==> config.mk <==
export PLATFORM = sky130hd
export DESIGN_NAME = apsf_framer
export DESIGN_NICKNAME = d
export VERILOG_FILES = /design/src/include/apsf_pkg.sv /design/src/apsf_framer.sv
export SDC_FILE = /design/constraint.sdc
export NUM_CORES = 2
export LEC_CHECK = 0
export BUFFER_PORTS_ARGS = -buffer_cell sky130_fd_sc_hd__buf_2
export CORE_ASPECT_RATIO = 0.9
export CORE_UTILIZATION = 30
export CTS_CLUSTER_SIZE = 14
export DETAILED_ROUTE_END_ITERATION = 8
export PLACE_DENSITY = 0.45
export SLEW_MARGIN = 20
export SYNTH_ARGS = -nofsm -noshare
export SYNTH_HDL_FRONTEND = slang
export SYNTH_SLANG_ARGS = --single-unit
==> constraint.sdc <==
create_clock -name ref_clk_i -period 10.75 [get_ports ref_clk_i]
set_clock_uncertainty 0.1 [all_clocks]
set_input_delay 0.5375 -clock ref_clk_i [delete_from_list [all_inputs] [get_ports ref_clk_i]]
set_output_delay 0.5375 -clock ref_clk_i [all_outputs]
set_load 0.05 [all_outputs]
==> src/include/apsf_pkg.sv <==
// constants, types and timing for the position serial framer
//
// How it works
// RQ1: 16 chars: P, sign, 5 digits, comma, 7 digits, CR
// RQ2: second char is plus or minus sign
// RQ3: single-turn times four, seven decimal digits
// RQ4: logic 1 drives pos high, neg low
// RQ5: selector picks pulse, plain, alternate, geared
// RQ6: encoder type picks absolute or incremental
// RQ7: geared mode scales by reciprocal gear ratio
// RQ8: second gear select picks second pair
// RQ9: ratio below one overflows, data invalid
// RQ10: 9600 baud, 7E1, LSB first, 40 ms
// RQ11: both fields captured together per frame
package apsf_pkg;
  localparam int CLK_HZ     = 50_000_000;
  localparam int FRAME_MS   = 40;
  localparam int FRAME_CYC  = CLK_HZ / 1000 * FRAME_MS;
  localparam int BAUD_BPS   = 9600;
  localparam int BIT_CYC    = CLK_HZ / BAUD_BPS;
  localparam int FIFO_DEPTH = 8;
  localparam int CHAR_W     = 7;
  localparam int TURN_BITS  = 15;
  localparam int DIV_STEPS  = 48;
  localparam int UART_BITS  = 10;

  localparam logic [6:0] CH_HEAD  = 7'h50;
  localparam logic [6:0] CH_PLUS  = 7'h2b;
  localparam logic [6:0] CH_MINUS = 7'h2d;
  localparam logic [6:0] CH_DELIM = 7'h2c;
  localparam logic [6:0] CH_CR    = 7'h0d;
  localparam logic [6:0] CH_ZERO  = 7'h30;
  localparam logic [3:0] IDX_HEAD  = 4'h0;
  localparam logic [3:0] IDX_SIGN  = 4'h1;
  localparam logic [3:0] IDX_DELIM = 4'h7;
  localparam logic [3:0] IDX_LAST  = 4'hf;
  localparam logic [16:0] MULTI_MAX = 17'h1869f;

  typedef enum logic [1:0] {
    APSF_SEL_PULSE,
    APSF_SEL_PLAIN,
    APSF_SEL_GEARED,
    APSF_SEL_ALT
  } apsf_sel_t;

  typedef struct packed {
    logic [15:0] num;
    logic [15:0] den;
  } apsf_gear_t;

  typedef struct packed {
    logic        neg;
    logic [31:0] mag;
  } apsf_pos_t;
endpackage

==> src/apsf_framer.sv <==
// position serial framer top with its character fifo
`timescale 1ns/1ps

module apsf_fifo #(
  parameter int W = 7,
  parameter int D = 8
) (
  input  wire logic         ref_clk_i,
  input  wire logic         rst_n_i,
  input  wire logic         ce_i,
  input  wire logic         in_valid_i,
  output logic              in_ready_o,
  input  wire logic [W-1:0] in_data_i,
  output logic              out_valid_o,
  input  wire logic         out_ready_i,
  output logic [W-1:0]      out_data_o
);
  localparam int AW = $clog2(D);
  logic [W-1:0]  mem      [D];
  logic [W-1:0]  next_mem [D];
  logic [AW-1:0] wr, rd, next_wr, next_rd;
  logic [AW:0]   cnt, next_cnt;
  logic          push, pop;

  assign in_ready_o  = (cnt != (AW+1)'(D));
  assign out_valid_o = (cnt != '0);
  assign out_data_o  = mem[rd];

  always_comb begin
    push     = in_valid_i & in_ready_o;
    pop      = out_valid_o & out_ready_i;
    next_mem = mem;
    next_wr  = wr;
    next_rd  = rd;
    if (push) begin
      next_mem[wr] = in_data_i;
      next_wr      = (wr == AW'(D-1)) ? '0 : wr + 1'b1;
    end
    if (pop) begin
      next_rd = (rd == AW'(D-1)) ? '0 : rd + 1'b1;
    end
    next_cnt = cnt + (AW+1)'(push) - (AW+1)'(pop);
  end

  always_ff @(posedge ref_clk_i or negedge rst_n_i) begin
    if (!rst_n_i) begin
      for (int i = 0; i < D; i++) mem[i] <= '0;
      wr  <= '0;
      rd  <= '0;
      cnt <= '0;
    end else if (ce_i) begin
      mem <= next_mem;
      wr  <= next_wr;
      rd  <= next_rd;
      cnt <= next_cnt;
    end
  end
endmodule

module apsf_framer #(
  parameter int FRAME_CYC_P = apsf_pkg::FRAME_CYC,
  parameter int BIT_CYC_P   = apsf_pkg::BIT_CYC
) (
  input  wire logic                ref_clk_i,
  input  wire logic                rst_n_i,
  input  wire logic                ce_i,
  input  wire apsf_pkg::apsf_sel_t zphase_output_select_i,
  input  wire logic                encoder_type_select_i,
  input  wire logic [31:0]         abs_position_i,
  input  wire logic [31:0]         inc_position_i,
  input  wire logic                zphase_pulse_i,
  input  wire logic                second_gear_select_i,
  input  wire apsf_pkg::apsf_gear_t gear1_i,
  input  wire apsf_pkg::apsf_gear_t gear2_i,
  output logic                     zphase_line_pos_o,
  output logic                     zphase_line_neg_o,
  output logic                     data_invalid_o
);
  import apsf_pkg::*;

  typedef enum logic [1:0] {S_IDLE, S_DIV, S_BUILD} apsf_state_t;

  apsf_state_t state, next_state;
  logic [21:0] frame_cnt, next_frame_cnt;
  apsf_pos_t   smp, next_smp;
  logic [47:0] quo, next_quo;
  logic [16:0] rem, next_rem, trial;
  logic [5:0]  div_cnt, next_div_cnt;
  logic [3:0]  idx, next_idx, dig, next_dig;
  logic [17:0] val, next_val;
  logic        invalid, next_invalid;
  apsf_gear_t  gear;
  apsf_pos_t   src;
  logic [31:0] raw;
  logic        is_digit, push, in_ready;
  logic [19:0] pw;
  logic [6:0]  ch, fifo_data;
  logic        fifo_valid, pop;

  function automatic logic [19:0] pow10(input logic [3:0] i);
    unique case (i)
      4'h8:               pow10 = 20'hf4240;
      4'h9:               pow10 = 20'h186a0;
      4'h2, 4'ha:         pow10 = 20'h02710;
      4'h3, 4'hb:         pow10 = 20'h003e8;
      4'h4, 4'hc:         pow10 = 20'h00064;
      4'h5, 4'hd:         pow10 = 20'h0000a;
      default:            pow10 = 20'h00001;
    endcase
  endfunction

  ////////////////////////////////////////////////////////////////////////////
  // frame capture, gearing and character build
  always_comb begin
    gear = second_gear_select_i ? gear2_i : gear1_i; // RQ8
    raw  = encoder_type_select_i ? abs_position_i : inc_position_i; // RQ6
    src.neg = raw[31];
    src.mag = raw[31] ? (~raw + 32'h1) : raw;
    is_digit = (idx >= 4'h2 && idx <= 4'h6) || (idx >= 4'h8 && idx <= 4'he);
    pw = pow10(idx);
    unique case (idx)
      IDX_HEAD:  ch = CH_HEAD; // RQ1
      IDX_SIGN:  ch = smp.neg ? CH_MINUS : CH_PLUS; // RQ2
      IDX_DELIM: ch = CH_DELIM;
      IDX_LAST:  ch = CH_CR; // RQ1
      default:   ch = CH_ZERO + {3'h0, dig};
    endcase
    trial          = {rem[15:0], quo[47]};
    next_state     = state;
    next_frame_cnt = (frame_cnt == '0) ? 22'(FRAME_CYC_P - 1) : frame_cnt - 22'h1; // RQ10
    next_smp       = smp;
    next_quo       = quo;
    next_rem       = rem;
    next_div_cnt   = div_cnt;
    next_idx       = idx;
    next_dig       = dig;
    next_val       = val;
    next_invalid   = invalid;
    push           = 1'b0;
    unique case (state)
      S_IDLE: begin
        if (frame_cnt == '0 && zphase_output_select_i != APSF_SEL_PULSE) begin // RQ5
          next_smp     = src; // RQ11
          next_idx     = IDX_HEAD;
          next_dig     = '0;
          next_val     = {1'b0, src.mag[31:TURN_BITS]};
          next_invalid = (src.mag[31:TURN_BITS] > MULTI_MAX);
          if (zphase_output_select_i == APSF_SEL_GEARED) begin
            next_quo     = {16'h0000, src.mag} * {32'h00000000, gear.den}; // RQ7
            next_rem     = '0;
            next_div_cnt = '0;
            next_invalid = (gear.den > gear.num) || (gear.num == '0); // RQ9
            next_state   = S_DIV;
          end else begin
            next_state = S_BUILD;
          end
        end
      end
      S_DIV: begin
        if (div_cnt == 6'(DIV_STEPS)) begin
          next_smp.mag = quo[31:0]; // RQ7
          next_val     = {1'b0, quo[31:TURN_BITS]};
          next_invalid = invalid | (|quo[47:32]) | (quo[31:TURN_BITS] > MULTI_MAX); // RQ9
          next_state   = S_BUILD;
        end else begin
          next_quo     = {quo[46:0], 1'b0};
          next_rem     = trial;
          if (trial >= {1'b0, gear.num}) begin
            next_rem    = trial - {1'b0, gear.num};
            next_quo[0] = 1'b1;
          end
          next_div_cnt = div_cnt + 6'h1;
        end
      end
      S_BUILD: begin
        if (is_digit && {2'b00, val} >= pw) begin
          next_val = val - pw[17:0];
          next_dig = dig + 4'h1;
        end else if (in_ready) begin
          push     = 1'b1;
          next_idx = idx + 4'h1;
          next_dig = '0;
          if (idx == IDX_DELIM) next_val = {1'b0, smp.mag[TURN_BITS-1:0], 2'b00}; // RQ3
          if (idx == IDX_LAST) next_state = S_IDLE;
        end
      end
      default: next_state = S_IDLE;
    endcase
  end

  always_ff @(posedge ref_clk_i or negedge rst_n_i) begin
    if (!rst_n_i) begin
      state     <= S_IDLE;
      frame_cnt <= '0;
      smp       <= '0;
      quo       <= '0;
      rem       <= '0;
      div_cnt   <= '0;
      idx       <= '0;
      dig       <= '0;
      val       <= '0;
      invalid   <= 1'b0;
    end else if (ce_i) begin
      state     <= next_state;
      frame_cnt <= next_frame_cnt;
      smp       <= next_smp;
      quo       <= next_quo;
      rem       <= next_rem;
      div_cnt   <= next_div_cnt;
      idx       <= next_idx;
      dig       <= next_dig;
      val       <= next_val;
      invalid   <= next_invalid;
    end
  end

  apsf_fifo #(.W(CHAR_W), .D(FIFO_DEPTH)) u_fifo (
    .ref_clk_i   (ref_clk_i),
    .rst_n_i     (rst_n_i),
    .ce_i        (ce_i),
    .in_valid_i  (push),
    .in_ready_o  (in_ready),
    .in_data_i   (ch),
    .out_valid_o (fifo_valid),
    .out_ready_i (pop),
    .out_data_o  (fifo_data)
  );

  ////////////////////////////////////////////////////////////////////////////
  // start-stop transmitter, line pair drive
  logic [9:0]  sh, next_sh;
  logic [3:0]  bits, next_bits;
  logic [12:0] bcnt, next_bcnt;
  logic        next_pos;

  always_comb begin
    pop       = (bits == '0) & fifo_valid;
    next_sh   = sh;
    next_bits = bits;
    next_bcnt = bcnt;
    if (pop) begin
      next_sh   = {1'b1, ^fifo_data, fifo_data, 1'b0}; // RQ10
      next_bits = 4'(UART_BITS);
      next_bcnt = '0;
    end else if (bits != '0) begin
      next_bcnt = bcnt + 13'h1;
      if (bcnt == 13'(BIT_CYC_P - 1)) begin
        next_bcnt = '0;
        next_sh   = {1'b1, sh[9:1]}; // RQ10
        next_bits = bits - 4'h1;
      end
    end
    if (zphase_output_select_i == APSF_SEL_PULSE) next_pos = zphase_pulse_i; // RQ5
    else next_pos = (next_bits != '0) ? next_sh[0] : 1'b1;
  end

  always_ff @(posedge ref_clk_i or negedge rst_n_i) begin
    if (!rst_n_i) begin
      sh                <= '1;
      bits              <= '0;
      bcnt              <= '0;
      zphase_line_pos_o <= 1'b1;
      zphase_line_neg_o <= 1'b0;
      data_invalid_o    <= 1'b0;
    end else if (ce_i) begin
      sh                <= next_sh;
      bits              <= next_bits;
      bcnt              <= next_bcnt;
      zphase_line_pos_o <= next_pos; // RQ4
      zphase_line_neg_o <= ~next_pos; // RQ4
      data_invalid_o    <= next_invalid;
    end
  end
endmodule

* Yosys cells after proc, flatten, opt, wreduce, memory -nomap -nowiden
Memories as Yosys holds them, arrays and structs flattened. Cells that the tools add are included.
Storage, ports and cells: output and inout port bits 3, word-level logic and storage cells 189, flip-flop bits (word level) 232, input bits 136, memories 1, ROM bits 288
Operators by class: reductions and logical operators 35, $lt $le $gt $ge 12, $add $sub $neg 14, $mul 1, mux-type cells 69, bitwise logic cells 9, eq/ne operators 20
Memories:
- (name not given) | words 16, bits a word 18, read ports 1, clocked after Yosys merged registers in 0, write ports 0, line apsf_framer.sv:101 | unique case (i)
Operators with widths (count):
- two-way mux 48 bit | 3
- two-way mux 32 bit | 3
- one-hot mux 48 bit (2 select lines) | 1
- two-way mux 18 bit | 5
- two-way mux 16 bit | 4
- bitwise mux 56 bit | 1
- one-hot mux 18 bit (3 select lines) | 1
- multiplier 32 x 16 -> 48 bit | 1
- two-way mux 13 bit | 3
- greater-than comparator 17 bit (second input constant) | 2
- adder 32 x 1 -> 32 bit (second input constant) | 1
- two-way mux 4 bit | 8
- inverter 32 bit | 1
- one-hot mux 16 bit (2 select lines) | 1
- two-way mux 10 bit | 3
- two-way mux 15 bit | 2
- one-hot mux 15 bit (2 select lines) | 1
- one-hot mux 7 bit (4 select lines) | 1
- logical NOT 22 bit | 1
- two-way mux 22 bit | 1
- subtractor 22 x 1 -> 22 bit (second input constant) | 1
- binary-select mux 7 bit (select 3 bit) | 1
- demux 7 bit (select 3 bit) | 1
- two-way mux 7 bit | 3
- other kinds (58) | 110

* Longest topological paths before layout
depth in word-level cells 9, gate-level depth with buffers 37, gate-level depth less buffers 29

* By module
A second synthesis with hierarchy kept.
Unflattened totals: cell total of the unflattened synthesis 3540, area total of the unflattened synthesis 31506.5 sq um
By module, submodules not included:
- apsf_framer | sequential area each 4167.7 sq um, cells each 3328, area each 28188.3 sq um, instances 1
- apsf_fifo | sequential area each 1651.6 sq um, cells each 212, area each 3318.2 sq um, instances 1

* Worst setup path before layout
OpenSTA, ideal clock, no wires.
path kind input to register, from input port encoder_type_select_i, to register quo[45], data required time 10.524 ns, path slack 1.425 ns, library setup time 0.126 ns, cell stages on the path 35, arrival 9.099 ns, buffers on the path 8, path through buf_6 > buf_4 > buf_2 > buf_2 > buf_2 > mux2i_1 > clkbuf_1 > ha_1 > o2111ai_1 > nor4b_4 > inv_1 > o21ai_0 > xnor2_1 > clkbuf_1 > nand2_1 > fa_1 > inv_1 > fa_1 > fa_1 > fa_1 > fa_1 > inv_1 > fa_1 > inv_1 > ha_1 > clkbuf_1 > a21oi_1 > o21ai_0 > a31o_2 > a221o_1 > a21oi_1 > o21ai_1 > a31oi_1 > mux2i_1 > a221o_1
Between the ends: word-level cells in the longest chain between the ends 8
Ends and longest elaborated chain:
- start, declared | line apsf_framer.sv:68 | input wire logic encoder_type_select_i,
- two-way mux 32 bit * | line apsf_framer.sv:116 | raw = encoder_type_select_i ? abs_position_i : inc_position_i;
- inverter 32 bit | line apsf_framer.sv:118 | src.mag = raw[31] ? (~raw + 32'h1) : raw;
- adder 32 x 1 -> 32 bit | line apsf_framer.sv:118
- two-way mux 32 bit * | line apsf_framer.sv:118
- multiplier 32 x 16 -> 48 bit * | line apsf_framer.sv:149 | next_quo = {16'h0000, src.mag} * {32'h00000000, gear.den};
- two-way mux 48 bit * | line apsf_framer.sv:148 | if (zphase_output_select_i == APSF_SEL_GEARED) begin
- two-way mux 48 bit * | line apsf_framer.sv:142 | if (frame_cnt == '0 && zphase_output_select_i != APSF_SEL_PULSE) begin
- one-hot mux 48 bit (2 select lines) * | line apsf_framer.sv:140 | unique case (state)
- end signal, assigned | line apsf_framer.sv:207 | quo <= next_quo;
- end, declared | line apsf_framer.sv:86 | logic [47:0] quo, next_quo;
Every way passes the cells marked *; elsewhere a longest branch is shown, timed or not. The select of a mux whose other input is x is not followed. A chain may end at the register's enable or synchronous reset.

* Worst setup path after layout
Same ends and word-level chain as after synthesis.

==> reports/metrics.yaml <==
placement:
  numPortBuffers: 138
  hpwl_um: 76700
  pre_cts_ws_ns: 0.889
  dpl_cell_area_um2: 33400
  gp_congestion: 0.884
grt:
  antenna_found_initial: 5
  grt_pass1_vias: 25200
  grt_pass1_wl_um: 154000
  overflow: 0
  track_usage_pct: 18.9
  grt_start_max_net_pins: 111
setup_path:
  cp.required_ns: 11.12
  worstSetupStartpointType: "primary input"
  cp_max_fo: 41
  arrival_ns: 9.62
  rr_worst_depth: 15
  r2r_start: "idx[2]"
  cp-end-kind: "register"
  path_class: "primary input to register"
  r2r-end: "val[1]"
  rrSetupSlack_ns: 6.11
logic_synthesis:
  synth.distinct_cells: 99
  synth_enable_flop_cells: 0
  yosysWarningCount: 0
  synthTopCellsByArea: "fa_1 (27%), dfrtp_1 (18%), ha_1 (8.0%)"
  synth_seq_cells: 232
  yosysMostFrequentCell: "nand2_1"
  synth_area_per_cell_um2: 8.77
  synth_top_cell_by_area: "fa_1"
  ys_seq_area_share_pct: 18.8
  async_flop_share_pct: 100
  synth_ff_type: "dfrtp_1"
  syn_area_um2: 30900
  yosys.area.top_type_share_pct: 27.3
  postSynthCellCount: 3524
  syn-num-nets: 4279
  netlist_top_cells_count: "nand2_1 (522), inv_1 (492), fa_1 (421)"
route:
  wl_um: 97900
  drc: 0
  num_vias: 24900
  detail-route-antenna-nets: 0
  dr.pass1.iters: 5
  drtIter0Drc: 1785
  viasPerCell: 4.97
  wl_per_cell_um: 19.6
finish:
  seqCellArea_um2: 5820
  final_design_area_no_fill_um2: 34400
  n_fill_cell: 10800
  final_nets: 4383
  drive_gt1_share_pct: 10.5
  syn2layout_area_growth_pct: 11.1
  multi_input_area_um2: 22600
sta:
  timing.final.ws_setup_ns: 1.49
  tns_ns: 0
  rsz0062_at_grt: "false"
  setup_viol: 0
  worst_pin_slew_ns: 1.07
  holdWs_ns: -0.0475
  drv_slew: 0
  fin_crit_ns: 9.26
  hold_viol_final: 23
  timing.fmax_mhz: 108
  finalCritPeriodShare_pct: 86.1
  slew_headroom_pct: 27.9
cts:
  cts_buffers: 27
  clk_latency_ns: 0.58
  ctsResizeCount: 0
  cts_hold_buffers: 0
  htree_levels: 1
  postCtsSetupBuffers: 0
  path_clk_slew_ns: 0.07
  cts_num_sinks: 232
  clockRootBuffer: "clkbuf_16"
  clockBufferDepth: 3
  cts_tree: "yes"
die:
  io_pins: 139
  die_w_um: 340
  core_um2: 102000
  row_count: 111
  die_height_um: 307
  dieArea_um2: 104000
  start_util_pct: 30.3
run_status:
  status: "finished with violations"
  violations: "hold timing"
run:
  maxCapViolations: 0
hold_path:
  hold_class: "primary input to async pin"
## stage by stage
step | utilization, % | cells
4_1_cts | 33.7 | 5004
6_report | 33.7 | 5009
5_1_grt | 33.7 | 5004
3_5_place_dp | 32.8 | 4955
2_1_floorplan | - | 3524
3_3_place_gp | 32.8 | 4955
## cells in the final DEF (no fill, tap or decap), types with 18 or more instances in the layout
cell / n
a21o_1: 37
a21oi_1: 137
a22oi_1: 36
a31oi_1: 24
and2_1: 30
and3_1: 18
buf_2: 137
buf_4: 87
clkbuf_16: 27
dfrtp_1: 220
fa_1: 421
ha_1: 197
inv_1: 492
mux2_2: 26
mux2i_1: 66
nand2_1: 522
nand2b_1: 22
nand3_1: 37
nand4_1: 33
nor2_1: 352
nor3_1: 38
o21ai_0: 183
o21ai_1: 33
o31ai_1: 22
xnor2_1: 80
xor2_1: 68
## worst max-delay path, stage by stage
cell,delay (ns)
buf_2,0.65
mux2i_1,0.36
ha_1,0.24
o2111ai_1,0.22
nor4b_4,0.50
and3_2,0.37
a21oi_1,0.14
xnor2_1,0.58
buf_4,0.29
nand2_1,0.09
fa_1,0.54
inv_1,0.05
fa_1,0.52
fa_1,0.44
fa_1,0.52
fa_1,0.54
inv_1,0.05
fa_1,0.52
inv_1,0.04
ha_1,0.40
a21o_1,0.21
a21o_1,0.18
a221o_1,0.34
a21oi_1,0.33
o21ai_1,0.21
a31oi_1,0.31
mux2i_1,0.12
a221o_1,0.29
## flip-flops by register name (all words and copies together), names as in the netlist
name               flops
quo                   48
frame_cnt             22
dig                    4
state                  2
bits                   4
div_cnt                6
smp                   16
u_fifo.mem            56
sh                    10
u_fifo.rd              3
data_invalid_o         1
zphase_line_pos_o      1
zphase_line_neg_o      1
val                   18
bcnt                  13
rem                   16
u_fifo.cnt             4
idx                    4
u_fifo.wr              3
## logic make-up (layout without fill, tap and decap cells)
logic type	Yosys count	count (layout)	synth area share, %
other	0	5	0
buffers and inverters	652	776	8.27
adders and majority gates	619	619	35.3
DFF	232	232	18.8
xor gates and xnor gates	153	153	4.43
muxes	117	117	4.51
AOI/OAI and AO/OA	614	614	12.6
and+or+nand+nor	1137	1137	16.1
## worst max path at each step
| stage | from | endpoint |
|---|---|---|
| 2_1_floorplan | encoder_type_select_i | quo[45] |
| 3_3_place_gp | encoder_type_select_i | quo[45] |
| 3_5_place_dp | encoder_type_select_i | quo[45] |
| 4_1_cts | encoder_type_select_i | quo[45] |
| 5_1_grt | encoder_type_select_i | quo[45] |
| 6_report | encoder_type_select_i | quo[45] |
## metal layers
layer	track usage (%)	wire (µm)	vias up
met2	29.9	44300	554
met5	0	0	-
met3	2.52	5120	78
met1	28.1	47000	12600
met4	2.68	1460	0
li1	-	-	11700
## cell type report
class,instances,share of cell area [%]
multi-input combinational,2640,65.9
sequential,232,16.9
inverter,502,5.48
tap,1356,4.94
timing repair buffer,225,3.94
clock buffer,39,2.30
clock inverter,10,0.444
antenna,5,0.0364
Power is not shown: default switching activity piles up to over one toggle a cycle in this logic, so the estimate is an artifact.
